`config.mk`:
```
export PLATFORM = sky130hd
export DESIGN_NAME = nvs_host
export DESIGN_NICKNAME = d
export VERILOG_FILES = /design/src/core/nvs_settle.v /design/src/core/nvs_host.v
export VERILOG_INCLUDE_DIRS = /design/src /design/src/core
export SDC_FILE = /design/constraint.sdc
export NUM_CORES = 1
export LEC_CHECK = 0
export ABC_AREA = 0
export BUFFER_PORTS_ARGS = -buffer_cell sky130_fd_sc_hd__buf_2
export CAP_MARGIN = 20
export CORE_UTILIZATION = 58
export DETAILED_ROUTE_END_ITERATION = 10
export PLACE_DENSITY = 0.85
export SLEW_MARGIN = 30
export SYNTH_ARGS = -nofsm -noshare
export SYNTH_HDL_FRONTEND = slang
export SYNTH_SLANG_ARGS = --single-unit
```
`constraint.sdc`:
```
create_clock -name mclk -period 4.51 [get_ports mclk]
set_clock_uncertainty 0.2 [all_clocks]
set_input_delay 0.2255 -clock mclk [delete_from_list [all_inputs] [get_ports mclk]]
set_output_delay 0.2255 -clock mclk [all_outputs]
set_load 0.01 [all_outputs]
```
`src/core/nvs_defines.vh`:
```
`ifndef NVS_DEFINES_VH
`define NVS_DEFINES_VH
`define NVS_AW 11
`define NVS_DW 8
`define NVS_CLK_NS 4
// slowest speed grade timings, ns, except the settle time in us
`define NVS_T_ACC_NS 200
`define NVS_T_WP_NS 150
`define NVS_T_DS_NS 80
`define NVS_T_WC_NS 200
`define NVS_T_REC_SEL_NS 10
`define NVS_T_FLOAT_NS 35
`define NVS_T_SETTLE_US 2000
`define NVS_CNT_W 20
`define NVS_ST_IDLE 3'h0
`define NVS_ST_RD 3'h1
`define NVS_ST_WR 3'h2
`define NVS_ST_WREC 3'h3
`define NVS_ST_RREC 3'h4
`define NVS_ST_WAIT 3'h5
`endif

```
`src/core/nvs_settle.v`:
```
`timescale 1ns/1ns
`include "nvs_defines.vh"
// holds ready low until the supply has been good for the settle window
module nvs_settle #(
	parameter SETTLE_CYC = 500000
) (
	// clock and reset
	input wire mclk,
	input wire sys_rst,
	// supply status
	input wire supply_good,
	// result
	output reg ready
);
	reg [`NVS_CNT_W-1:0] count;
	always @(posedge mclk) begin
		if (sys_rst || !supply_good) begin
			count <= {`NVS_CNT_W{1'b0}};
			ready <= 1'b0;
		end else if (count >= SETTLE_CYC[`NVS_CNT_W-1:0] - 20'h1) begin
			ready <= 1'b1;
		end else begin
			count <= count + 20'h1;
		end
	end
endmodule // nvs_settle

```
`src/core/nvs_host.v`:
```
`timescale 1ns/1ns
`include "nvs_defines.vh"
// bus master for a 2048 x 8 asynchronous battery-backed memory
module nvs_host #(
	parameter SETTLE_CYC = (`NVS_T_SETTLE_US * 1000) / `NVS_CLK_NS
) (
	// clock and reset
	input wire mclk,
	input wire sys_rst,
	// user request
	input wire req_valid,
	input wire req_write,
	input wire [`NVS_AW-1:0] req_addr,
	input wire [`NVS_DW-1:0] req_wdata,
	output reg req_ready,
	output reg rsp_valid,
	output reg [`NVS_DW-1:0] rsp_rdata,
	// supply status, high while the supply is above the operating level
	input wire supply_good,
	// memory pins
	output reg [`NVS_AW-1:0] byte_address,
	input wire [`NVS_DW-1:0] data_lines_in,
	output reg [`NVS_DW-1:0] data_lines_out,
	output reg data_lines_oe,
	output reg chip_sel_n,
	output reg write_n,
	output reg out_gate_n
);
	localparam ACC_CYC = (`NVS_T_ACC_NS + `NVS_CLK_NS - 1) / `NVS_CLK_NS;
	localparam WP_CYC = (`NVS_T_WP_NS + `NVS_CLK_NS - 1) / `NVS_CLK_NS;
	localparam DS_CYC = (`NVS_T_DS_NS + `NVS_CLK_NS - 1) / `NVS_CLK_NS;
	localparam WC_CYC = (`NVS_T_WC_NS + `NVS_CLK_NS - 1) / `NVS_CLK_NS;
	localparam REC_CYC = (`NVS_T_REC_SEL_NS + `NVS_CLK_NS - 1) / `NVS_CLK_NS;
	localparam FLT_CYC = (`NVS_T_FLOAT_NS + `NVS_CLK_NS - 1) / `NVS_CLK_NS;
	localparam PULSE_CYC = (WP_CYC > DS_CYC) ? WP_CYC : DS_CYC;
	localparam WGAP_CYC = (WC_CYC - PULSE_CYC > REC_CYC) ? WC_CYC - PULSE_CYC : REC_CYC;
	localparam RGAP_CYC = (FLT_CYC > 1) ? FLT_CYC : 1;

	localparam ST_IDLE = `NVS_ST_IDLE;
	localparam ST_RD = `NVS_ST_RD;
	localparam ST_WR = `NVS_ST_WR;
	localparam ST_WREC = `NVS_ST_WREC;
	localparam ST_RREC = `NVS_ST_RREC;
	localparam ST_WAIT = `NVS_ST_WAIT;

	// sequencer state and its step counter
	reg [2:0] state;
	reg [2:0] next_state;
	reg [7:0] timer;
	reg [7:0] next_timer;
	// one-cycle events decoded from the current state
	reg go_read;
	reg go_write;
	reg read_done;
	reg write_done;
	reg gap_done;
	reg wake;
	reg abort;
	wire settled;

	////////////////////////////////////////////////////////////////////////////
	nvs_settle #(
		.SETTLE_CYC(SETTLE_CYC)
	) u_settle (
		.mclk(mclk),
		.sys_rst(sys_rst),
		.supply_good(supply_good),
		.ready(settled)
	);

	////////////////////////////////////////////////////////////////////////////
	// next state and one-cycle event decode
	always @* begin
		next_state = state;
		next_timer = timer + 8'h1;
		go_read = 1'b0;
		go_write = 1'b0;
		read_done = 1'b0;
		write_done = 1'b0;
		gap_done = 1'b0;
		wake = 1'b0;
		abort = 1'b0;
		if (state != ST_WAIT && !supply_good) begin
			// supply sagging: drop any access, deselect and restart the settle wait
			abort = 1'b1;
			next_state = ST_WAIT;
			next_timer = 8'h0;
		end else begin
			case (state)
			ST_WAIT: begin
				next_timer = 8'h0;
				if (settled && supply_good) begin
					wake = 1'b1;
					next_state = ST_IDLE;
				end
			end
			ST_IDLE: begin
				next_timer = 8'h0;
				if (req_valid) begin
					go_write = req_write;
					go_read = !req_write;
					if (req_write)
						next_state = ST_WR;
					else
						next_state = ST_RD;
				end
			end
			ST_RD: begin
				// timed from select and gate, both asserted at cycle 0
				if (timer == ACC_CYC[7:0]) begin
					read_done = 1'b1;
					next_timer = 8'h0;
					next_state = ST_RREC;
				end
			end
			ST_WR: begin
				// address and data held steady across the whole pulse
				if (timer == PULSE_CYC[7:0]) begin
					write_done = 1'b1;
					next_timer = 8'h0;
					next_state = ST_WREC;
				end
			end
			ST_WREC: begin
				// strobe stays high for recovery before the next cycle
				if (timer == WGAP_CYC[7:0]) begin
					gap_done = 1'b1;
					next_state = ST_IDLE;
				end
			end
			ST_RREC: begin
				// let device drivers float before the next cycle
				if (timer == RGAP_CYC[7:0]) begin
					gap_done = 1'b1;
					next_state = ST_IDLE;
				end
			end
			default: begin
				next_state = ST_WAIT;
			end
			endcase
		end
	end

	////////////////////////////////////////////////////////////////////////////
	// sequencer registers
	always @(posedge mclk) begin
		if (sys_rst) begin
			state <= ST_WAIT;
			timer <= 8'h0;
		end else begin
			state <= next_state;
			timer <= next_timer;
		end
	end

	////////////////////////////////////////////////////////////////////////////
	// address and write data
	always @(posedge mclk) begin
		if (sys_rst) begin
			byte_address <= {`NVS_AW{1'b0}};
			data_lines_out <= {`NVS_DW{1'b0}};
			data_lines_oe <= 1'b0;
		end else if (abort || state == ST_WAIT) begin
			data_lines_oe <= 1'b0;
		end else if (go_write || go_read) begin
			byte_address <= req_addr;
			data_lines_oe <= go_write;
			if (go_write)
				data_lines_out <= req_wdata;
		end else if (gap_done) begin
			// data held past select rising until the recovery gap ends
			data_lines_oe <= 1'b0;
		end
	end

	////////////////////////////////////////////////////////////////////////////
	// bus strobes
	always @(posedge mclk) begin
		if (sys_rst) begin
			chip_sel_n <= 1'b1;
			write_n <= 1'b1;
			out_gate_n <= 1'b1;
		end else if (abort || state == ST_WAIT) begin
			// select held high through power-down and power-up settle
			chip_sel_n <= 1'b1;
			write_n <= 1'b1;
			out_gate_n <= 1'b1;
		end else if (go_write) begin
			// strobe and select fall together, gate kept high
			chip_sel_n <= 1'b0;
			write_n <= 1'b0;
			out_gate_n <= 1'b1;
		end else if (go_read) begin
			chip_sel_n <= 1'b0;
			write_n <= 1'b1;
			out_gate_n <= 1'b0;
		end else if (write_done || read_done) begin
			// select and strobe rise together, so select ends the write
			chip_sel_n <= 1'b1;
			write_n <= 1'b1;
			out_gate_n <= 1'b1;
		end
	end

	////////////////////////////////////////////////////////////////////////////
	// user handshake
	always @(posedge mclk) begin
		if (sys_rst) begin
			req_ready <= 1'b0;
			rsp_valid <= 1'b0;
			rsp_rdata <= {`NVS_DW{1'b0}};
		end else begin
			rsp_valid <= read_done;
			if (read_done)
				rsp_rdata <= data_lines_in;
			if (abort || go_read || go_write)
				req_ready <= 1'b0;
			else if (wake || gap_done)
				req_ready <= 1'b1;
		end
	end
endmodule // nvs_host

```
==> metrics.md, run 1 <==
| Metric | Value |
|---|---|
| Status | `finished clean` |
| IO buf count | `64` |
| Fmax | `0.358 GHz` |
| Commonest non-fill, non-tap cell in the layout | `dfxtp_1` |
| Num CTS Buffers | `9` |
| TritonCTS Sinks | `65` |
| Ant. Diodes | `0` |
| CTS resizes | `0` |
| Finished Layout Cells | `490` |
| FF-to-FF End | `byte_address[8]` |
| Num ports | `65` |
| Fill count | `321` |
| Final worst-path cycle share | `61.9%` |
| Routed len/inst | `15.0 µm` |
| Metal-1 WL | `2840 µm` |
| Slowest cell on crit path | `nand3_1` |
| Worst Setup EP | `byte_address[8]` |
| DIE AREA | `5360 µm²` |
| Initial antenna violation count | `0` |
| Postcts setup bufs | `0` |
| FF-to-FF path depth | `4` |
| Post-synthesis cell type count | `55` |
| H-tree Lvls | `3` |
| Critical R2R Launch | `state[1]` |
| WP buf/inv | `0` |
| Crit-path max FO | `15` |
| PD cells | `309 nW/µm²` |
| Clock Path Buffers | `2` |
| Storage element area | `1300 µm²` |
| Drt drc | `0` |
| Ys Warns | `0` |
| Pwr Total | `1160 µW` |
| Vias/cell | `5.81` |
| Chip height | `73.2 µm` |
| CP required | `4.52 ns` |
| Layout cells sized above 1 | `23.6%` |
| R2R setup slack | `1.72 ns` |
| First-pass GRT wire length | `11800 µm` |
| Setup violators final | `0` |
| Post-Synthesis Cells | `331` |
| Time the worst path needs with I/O delays and setup | `2.79 ns` |
| Final wirelength | `7340 µm` |
| Pleak | `0.00160 µW` |
| Reg clk slew, reported paths | `0.07 ns` |
| GRT Residual Overflow | `0` |
| Hold depth | `3` |
| Antenna-violating nets left | `0` |
| Vias in the first global route | `2669` |
| Worst Setup Slack, final | `1.72 ns` |
| CORE AREA | `4790 µm²` |
| Top layer in use | `met4` |
| Setup CP Type | `reg -> reg` |
| Placement Cell Area | `3280 µm²` |
| Routed wl met2 | `3910 µm` |
| Crit path cell chain | `nor2b_1 -> nand3_1 -> mux2i_1 -> nor2_1` |
| Post-route cell area | `3770 µm²` |
| Rows | `25` |
| Post-synth EDFFs | `0` |
| Final hold vios | `0` |
| Syn_area_per_cell | `8.88 µm²` |
| HPWL after DPL | `4370 µm` |
| RSZ-0062 raised after global routing | `false` |
| Slew @ Worst Pin | `0.908 ns` |
| Sequential area share after synthesis | `44.3%` |
| Worst min path class | `in -> reg` |
| CTS tree | `done` |
| CTS root buf | `clkbuf_8` |
| Initial DRC Count | `223` |
| IR drop worst, VDD | `212 µV` |
| Syn Nets | `368` |
| Worst-Skew Late Latency | `0.35 ns` |
| Placer Congestion | `0.923` |
| Max-slew violations | `0` |
| Pre-CTS setup slack | `1.92 ns` |
| Gr usage total | `29.3%` |
| Dpl cells | `447` |
| Crit end category | `flop` |
| Commonest cells after routing, fill and taps aside | `65 x dfxtp_1, 64 x buf_2, 47 x nor2_1, 27 x dlygate4sd3_1, 25 x nand2_1` |
| CP top delay family | `simple AND/OR/NAND/NOR gates` |
| Area grow syn2layout | `28.2%` |
| TNS Setup | `0 ns` |
| Area of the multi-input gates | `1540 µm²` |
| Largest net degree at the start of global routing | `33` |
| Worst Setup SP | `state[1]` |
| Seq cells post-synth | `65` |
| Max_cap viols | `0` |
| WP depth | `4` |
| Mapped cell area | `2940 µm²` |
| Net count, final | `455` |
| First-pass iteration count of the detailed router | `6` |
| DIE WIDTH | `73.2 µm` |
| Initial Utilization | `61.4%` |
| Slew HR | `39.3%` |
| Met3 wire length | `441 µm` |
| Critical Path Max Stage Delay | `0.84 ns` |
| Top FF cell, synth | `dfxtp_1` |
| Ys async rst share | `0%` |
| Vias | `2849` |
| Critical Path Start Type | `flop` |
| CP arrival | `2.81 ns` |
cell usage after synthesis (all sizes together) (5+ instances only):
master  count  area, µm²
a21oi      25        144
and3        5       32.5
buf         6       33.8
clkbuf      9       33.8
dfxtp      65       1300
ha          5       62.6
inv         8       30.0
mux2i      19        190
nand2      26        100
nand3      21        110
nand4       6       37.5
nor2       47        176
nor3        7       46.3
nor4        6       43.8
o21ai      11       70.1
or3         5       31.3
xnor2      12        105
power by group:
part / switching [µW] / total (µW) / internal, µW
clock network: 228 / 539 / 311
registers: 1.22 / 576 / 575
logic: 20.7 / 48.4 / 27.6
metal layers:
layer / vias to the layer above / GRT usage [%]
met5: - / 0
met2: 130 / 52.6
met3: 22 / 8.98
li1: 1356 / -
met4: 0 / 12.0
met1: 1341 / 31.9
worst register-to-register path, delay by kind of cell (launching register included):
kind / cells / cell delay (ns)
AND/OR/NAND/NOR: 3 / 1.56
flip-flops: 1 / 0.45
multiplexers: 1 / 0.45
area by class of cell:
cell class | count | share of cell area, %
clock inverter | 7 | 2.52
tap | 67 | 2.23
sequential | 65 | 34.5
inverter | 8 | 0.797
timing repair buffer | 91 | 15.7
clock buffer | 9 | 3.29
multi-input combinational | 243 | 40.9
sequential cells by signal, indices dropped and copies added (netlist names), 3 cells and up:
| signal | flops |
|---|---|
| timer | 8 |
| u_settle.count | 20 |
| data_lines_out | 8 |
| rsp_rdata | 8 |
| state | 3 |
| byte_address | 11 |
worst min path at each step:
stage                      start                end  slack (ns)
4_1_cts              supply_good          req_ready        0.08
2_1_floorplan            sys_rst          req_ready        0.12
3_3_place_gp   data_lines_out[5]  data_lines_out[5]        0.24
3_5_place_dp   data_lines_out[3]  data_lines_out[3]        0.24
6_report             supply_good          req_ready        0.12
5_1_grt              supply_good          req_ready        0.12
stage by stage:
step           hold slack, ns  util [%]
6_report                0.125      78.7
5_1_grt                 0.123      78.7
4_1_cts                0.0769      78.7
3_5_place_dp            0.243      68.4
3_3_place_gp            0.239      68.4
2_1_floorplan           0.115         -
timing repair:
action | 4_1_cts | 5_1_grt
endpoints found under the hold margin | 27 | 0
hold buffers | 27 | 0
endpoints found under the setup margin | 0 | 0
kinds of logic after synthesis:
| logic type | share of synthesized area [%] |
|---|---|
| AO/OA/AOI/OAI | 13.9 |
| XOR/XNOR | 4.77 |
| adder cells (fa/ha/maj) | 2.13 |
| buffers and inverters | 3.32 |
| flip-flops | 44.3 |
| multiplexers | 6.47 |
| AND/OR/NAND/NOR | 25.1 |
Power figures use the tool's default switching activity.
==> run 2: changes to the inputs <==
Settings changed: CORE_UTILIZATION 58 to 54, PLACE_DENSITY 0.85 to 0.8.
Clock period 4.51 ns to 2.8 ns, I/O delays scaled along.
==> run 2 against run 1 <==
Against the previous run: routed wire length fell by 6.6%; via count fell by 4.3%; non-clock buffer count rose by 6; setup slack got worse by 1.5 ns; sequential share of layout area fell by 0.26 points; clock power rose by 47%; power rose by 55%; combinational power rose by 66%; critical path depth rose by 1; largest power group unchanged.
==> metrics.md, run 2 (synthesized netlist as in run 1, its figures left out) <==
| Metric | Value |
|---|---|
| Internal Pwr Total | `1400 µW (was 913 µW)` |
| Slew @ Worst Pin | `0.677 ns (was 0.908 ns)` |
| Layout cells sized above 1 | `23.8% (was 23.6%)` |
| Gr usage total | `24.9% (was 29.3%)` |
| GRT Residual Overflow | `0 (unchanged)` |
| CP arrival | `2.65 ns (was 2.81 ns)` |
| First-pass GRT wire length | `10600 µm (was 11800 µm)` |
| Reg clk slew, reported paths | `0.07 ns (about the same)` |
| Max-slew violations | `0 (unchanged)` |
| CTS root buf | `clkbuf_8 (unchanged)` |
| Num ports | `65 (unchanged)` |
| Top Registers | `u_settle.count x20, byte_address x11 (unchanged)` |
| Crit-path max FO | `15 (unchanged)` |
| Final hold slack | `0.0688 ns (was 0.125 ns)` |
| Worst-Skew Late Latency | `0.34 ns (was 0.35 ns)` |
| Worst Setup Slack, final | `0.230 ns (was 1.72 ns)` |
| RSZ-0062 raised after global routing | `false (unchanged)` |
| Setup CP Type | `reg -> reg (unchanged)` |
| Postcts setup bufs | `0 (unchanged)` |
| Combinational power share | `4.5% (was 4.2%)` |
| Initial Utilization | `56.8% (was 61.4%)` |
| WP depth | `5 (was 4)` |
| Fmax | `0.389 GHz (was 0.358 GHz)` |
| WP buf/inv | `1 (was 0)` |
| Largest net degree at the start of global routing | `33 (unchanged)` |
| Clock power share | `44.0% (was 46.3%)` |
| Area grow syn2layout | `29.3% (was 28.2%)` |
| Routed wl met2 | `3330 µm (was 3910 µm)` |
| Pleak | `0.00161 µW (was 0.00160 µW)` |
| DIE WIDTH | `75.8 µm (was 73.2 µm)` |
| R2R setup slack | `0.23 ns (was 1.72 ns)` |
| DIE AREA | `5740 µm² (was 5360 µm²)` |
| Final hold vios | `0 (unchanged)` |
| PD cells | `473 nW/µm² (was 309 nW/µm²)` |
| Worst Setup SP | `state[0] (was state[1])` |
| Slowest cell on crit path | `dlygate4sd3_1 (was nand3_1)` |
| HPWL after DPL | `4300 µm (was 4370 µm)` |
| Final wirelength | `6860 µm (was 7340 µm)` |
| CP top delay family | `simple AND/OR/NAND/NOR gates (unchanged)` |
| Initial antenna violation count | `0 (unchanged)` |
| CP required | `2.88 ns (was 4.52 ns)` |
| Met3 wire length | `313 µm (was 441 µm)` |
| Flop pwr share | `51.6% (was 49.5%)` |
| CORE AREA | `5170 µm² (was 4790 µm²)` |
| CTS tree | `done (unchanged)` |
| Antenna-violating nets left | `0 (unchanged)` |
| Routed len/inst | `13.7 µm (was 15.0 µm)` |
| Clock Path Buffers | `2 (unchanged)` |
| Status | `finished clean (unchanged)` |
| Final worst-path cycle share | `91.8% (was 61.9%)` |
| Vias/cell | `5.46 (was 5.81)` |
| Num CTS Buffers | `9 (unchanged)` |
| TritonCTS Sinks | `65 (unchanged)` |
| IO buf count | `64 (unchanged)` |
| Sw Share | `21.9% (was 21.5%)` |
| H-tree Lvls | `3 (unchanged)` |
| Worst min path class | `in -> reg (unchanged)` |
| Slew HR | `54.8% (was 39.3%)` |
| Setup violators final | `0 (unchanged)` |
| Vias in the first global route | `2447 (was 2669)` |
| IR drop worst, VDD | `268 µV (was 212 µV)` |
| FF-to-FF End | `req_ready (was byte_address[8])` |
| Vias | `2727 (was 2849)` |
| Max_cap viols | `0 (unchanged)` |
| Placement Cell Area | `3300 µm² (was 3280 µm²)` |
| Drt drc | `0 (unchanged)` |
| Top layer in use | `met4 (unchanged)` |
| Time the worst path needs with I/O delays and setup | `2.57 ns (was 2.79 ns)` |
| Max reg flops | `20 (unchanged)` |
| Critical Path Max Stage Delay | `0.60 ns (was 0.84 ns)` |
| FF-to-FF path depth | `5 (was 4)` |
| Post-route cell area | `3800 µm² (was 3770 µm²)` |
| Placer Congestion | `0.847 (was 0.923)` |
| Net count, final | `461 (was 455)` |
| First-pass iteration count of the detailed router | `4 (was 6)` |
| Reported net switching power | `394 µW (was 250 µW)` |
| Metal-1 WL | `2970 µm (was 2840 µm)` |
| Initial DRC Count | `138 (was 223)` |
| Fill count | `347 (was 321)` |
| Rows | `26 (was 25)` |
| Most flop-heavy register | `u_settle.count (unchanged)` |
| Critical Path Start Type | `flop (unchanged)` |
| Critical R2R Launch | `state[0] (was state[1])` |
| Worst Setup EP | `req_ready (was byte_address[8])` |
| Pre-CTS setup slack | `0.617 ns (was 1.92 ns)` |
| Ant. Diodes | `0 (unchanged)` |
| TNS Setup | `0 ns (unchanged)` |
| Chip height | `75.8 µm (was 73.2 µm)` |
| Crit end category | `flop (unchanged)` |
| Commonest cells after routing, fill and taps aside | `64 x dfxtp_1, 64 x buf_2, 47 x nor2_1, 30 x dlygate4sd3_1, 25 x nand2_1 (was 65 x dfxtp_1, 64 x buf_2, 47 x nor2_1, 27 x dlygate4sd3_1, 25 x nand2_1)` |
| Crit path cell chain | `or3b_2 -> o32ai_1 -> nand3_1 -> a2111oi_0 -> dlygate4sd3_1 (was nor2b_1 -> nand3_1 -> mux2i_1 -> nor2_1)` |
run 2: routing by layer:
layer	vias up	GRT usage, %
met3	21	5.16
met4	0	17.3
met1	1265	29.5
li1	1360	-
met5	-	0
met2	81	40.4
run 2: repair_timing:
item / 4_1_cts / 5_1_grt
hold buffers: 30 / 0
endpoints found under the setup margin: 0 / 1
hold endpoints to repair: 28 / 0
gates resized for setup: 0 / 1
run 2: final cells by class:
type | count | area, µm² | share of cell area (%)
Multi-Input combinational cell | 243 | 1540 | 40.5
Sequential cell | 65 | 1300 | 34.3
Timing Repair Buffer | 97 | 643 | 16.9
Clock buffer | 11 | 141 | 3.72
Tap cell | 70 | 87.6 | 2.30
Clock inverter | 5 | 55.1 | 1.45
Inverter | 8 | 30.0 | 0.790
run 2: worst min-delay path by stage:
stage,from,end,slack (ns),cells after the start
final,sys_rst,byte_address[0],0.07,2
after global routing,sys_rst,byte_address[0],0.10,2
after CTS,sys_rst,byte_address[0],0.05,2
after detailed placement,req_addr[1],byte_address[1],0.18,3
after global placement,data_lines_in[1],rsp_rdata[1],0.17,3
after floorplan,sys_rst,req_ready,0.03,1
run 2: metrics by stage:
step / total power, µW / std cells / utilization [%]
2_1_floorplan: 969 / 331 / -
3_3_place_gp: 994 / 453 / 63.8
3_5_place_dp: 996 / 453 / 63.8
4_1_cts: 1810 / 499 / 73.4
5_1_grt: 1850 / 499 / 73.5
6_report: 1800 / 499 / 73.5
run 2: worst register-to-register path, delay by kind of cell (launching register included):
family / cells / cell delay, ns
and+or+nand+nor: 2 / 0.71
buffers and inverters: 1 / 0.60
DFF: 1 / 0.46
AOI/OAI and AO/OA: 2 / 0.55
run 2: power by group through the flow:
stage                     Sequential, µW  Combinational (µW)  Clock (µW)
final                                927                80.2         791
after global routing                 927                87.7         840
after CTS                            927                76.3         805
after detailed placement             949                46.8           0
after global placement               949                45.8           0
after floorplan                      948                21.0           0
==> run 3: changes to the inputs <==
Settings changed: RECOVER_POWER from default to 50.
==> run 3 against run 2 <==
Against the previous run: sequential cell count did not move; critical path depth did not move; core utilization fell by 0.97 points; largest power group unchanged; highest routed layer unchanged.
==> metrics.md, run 3 (synthesized netlist as in run 1, its figures left out) <==
| Metric | Value |
|---|---|
| Num CTS Buffers | `9 (unchanged)` |
| Gr usage total | `24.9% (unchanged)` |
| Postcts setup bufs | `0 (unchanged)` |
| Rows | `26 (unchanged)` |
| Reg clk slew, reported paths | `0.07 ns (about the same)` |
| Status | `finished clean (unchanged)` |
| CP arrival | `2.65 ns (about the same)` |
| DIE WIDTH | `75.8 µm (unchanged)` |
| Max-slew violations | `0 (unchanged)` |
| TNS Setup | `0 ns (unchanged)` |
| Critical Path Max Stage Delay | `0.60 ns (about the same)` |
| Critical Path Start Type | `flop (unchanged)` |
| GRT Residual Overflow | `0 (unchanged)` |
| Final worst-path cycle share | `91.8% (about the same)` |
| Ant. Diodes | `0 (unchanged)` |
| Worst min path class | `in -> reg (unchanged)` |
| Crit path cell chain | `or3b_2 -> o32ai_1 -> nand3_1 -> a2111oi_0 -> dlygate4sd3_1 (unchanged)` |
| Crit end category | `flop (unchanged)` |
| Crit-path max FO | `15 (unchanged)` |
| CORE AREA | `5170 µm² (unchanged)` |
| Vias in the first global route | `2447 (unchanged)` |
| WP buf/inv | `1 (unchanged)` |
| RSZ-0062 raised after global routing | `false (unchanged)` |
| WP depth | `5 (unchanged)` |
| R2R setup slack | `0.23 ns (about the same)` |
| Slowest cell on crit path | `dlygate4sd3_1 (unchanged)` |
| CTS tree | `done (unchanged)` |
| FF-to-FF End | `req_ready (unchanged)` |
| Net count, final | `461 (unchanged)` |
| DIE AREA | `5740 µm² (unchanged)` |
| PD cells | `479 nW/µm² (was 473 nW/µm²)` |
| Setup violators final | `0 (unchanged)` |
| Layout cells sized above 1 | `15.6% (was 23.8%)` |
| Area grow syn2layout | `27.6% (was 29.3%)` |
| FF-to-FF path depth | `5 (unchanged)` |
| Slew @ Worst Pin | `0.700 ns (was 0.677 ns)` |
| Max_cap viols | `0 (unchanged)` |
| CP top delay family | `simple AND/OR/NAND/NOR gates (unchanged)` |
| Worst-Skew Late Latency | `0.34 ns (about the same)` |
| Pleak | `0.00147 µW (was 0.00161 µW)` |
| Num ports | `65 (unchanged)` |
| IO buf count | `64 (unchanged)` |
| Routed len/inst | `13.8 µm (was 13.7 µm)` |
| Setup CP Type | `reg -> reg (unchanged)` |
| Top Registers | `u_settle.count x20, byte_address x11 (unchanged)` |
| Placer Congestion | `0.847 (unchanged)` |
| Initial Utilization | `56.8% (unchanged)` |
| H-tree Lvls | `3 (unchanged)` |
| Final wirelength | `6910 µm (was 6860 µm)` |
| Vias | `2753 (was 2727)` |
| HPWL after DPL | `4300 µm (unchanged)` |
| Initial DRC Count | `144 (was 138)` |
| Placement Cell Area | `3300 µm² (unchanged)` |
| Max reg flops | `20 (unchanged)` |
| First-pass iteration count of the detailed router | `4 (unchanged)` |
| TritonCTS Sinks | `65 (unchanged)` |
| CTS root buf | `clkbuf_8 (unchanged)` |
| Initial antenna violation count | `0 (unchanged)` |
| Commonest cells after routing, fill and taps aside | `64 x dfxtp_1, 47 x nor2_1, 35 x clkbuf_1, 31 x buf_2, 30 x dlygate4sd3_1 (was 64 x dfxtp_1, 64 x buf_2, 47 x nor2_1, 30 x dlygate4sd3_1, 25 x nand2_1)` |
| Worst Setup EP | `req_ready (unchanged)` |
| Most flop-heavy register | `u_settle.count (unchanged)` |
| Vias/cell | `5.52 (was 5.46)` |
| Final core occ | `72.5% (was 73.5%)` |
| Commonest non-fill, non-tap cell in the layout | `dfxtp_1` |
| Final hold vios | `0 (unchanged)` |
| First-pass GRT wire length | `10600 µm (unchanged)` |
| Critical R2R Launch | `state[0] (unchanged)` |
| Antenna-violating nets left | `0 (unchanged)` |
| Post-route cell area | `3750 µm² (was 3800 µm²)` |
| CP required | `2.88 ns (about the same)` |
| Chip height | `75.8 µm (unchanged)` |
| Fmax | `0.389 GHz (about the same)` |
| Clock Path Buffers | `2 (unchanged)` |
| Slew HR | `53.3% (was 54.8%)` |
| Worst Setup SP | `state[0] (unchanged)` |
| IR drop worst, VDD | `263 µV (was 268 µV)` |
| Time the worst path needs with I/O delays and setup | `2.57 ns (about the same)` |
| Largest net degree at the start of global routing | `33 (unchanged)` |
| Drt drc | `0 (unchanged)` |
==> run 3: cell types whose count changed in the layout (fill, tap and decap cells not counted) <==
cell,change
and2_0,+1
buf_2,-33
and2_1,-1
nand3_2,-1
clkbuf_1,+34
nand3_1,+1
buf_4,-1
==> run 3: metal layers <==
metal,global-route usage [%],part of all wire (%)
met1,29.5,44
met2,40.4,48
met3,5.16,4.2
met4,17.3,3.7
met5,0,0
==> run 3: where the power goes <==
group	internal, µW	leakage (µW)	switching (µW)	total (µW)
clock	432	0.0000953	358	790
combinational	45.6	0.000850	34.1	79.7
sequential	925	0.000523	2.07	927
==> run 3: how the worst min path moves through the flow <==
stage / from / to / cells after the start / slack, ns
2_1_floorplan: sys_rst / req_ready / 1 / 0.03
3_3_place_gp: data_lines_in[1] / rsp_rdata[1] / 3 / 0.17
3_5_place_dp: req_addr[1] / byte_address[1] / 3 / 0.18
4_1_cts: sys_rst / byte_address[0] / 2 / 0.05
5_1_grt: sys_rst / byte_address[0] / 2 / 0.10
6_report: sys_rst / byte_address[0] / 2 / 0.07
==> run 3: final cells by class <==
type | instances | area, µm²
Multi-Input combinational cell | 243 | 1540
Fill cell | 374 | 1420
Sequential cell | 65 | 1300
Timing Repair Buffer | 97 | 598
Clock buffer | 11 | 141
Tap cell | 70 | 87.6
Clock inverter | 5 | 55.1
Inverter | 8 | 30.0
==> run 3: timing repair <==
action                                  in CTS  in global routing
endpoints found under the setup margin       0                  1
gates resized for setup                      0                  1
hold buffers                                30                  0
endpoints found under the hold margin       28                  0
==> run 3: through the flow <==
step	total power [µW]	cells	hold slack, ns	setup WS, ns
2_1_floorplan	969	331	0.0297	0.859
3_3_place_gp	994	453	0.168	0.661
3_5_place_dp	996	453	0.180	0.617
4_1_cts	1810	499	0.0502	0.223
5_1_grt	1850	499	0.100	0.0762
6_report	1800	499	0.0660	0.230
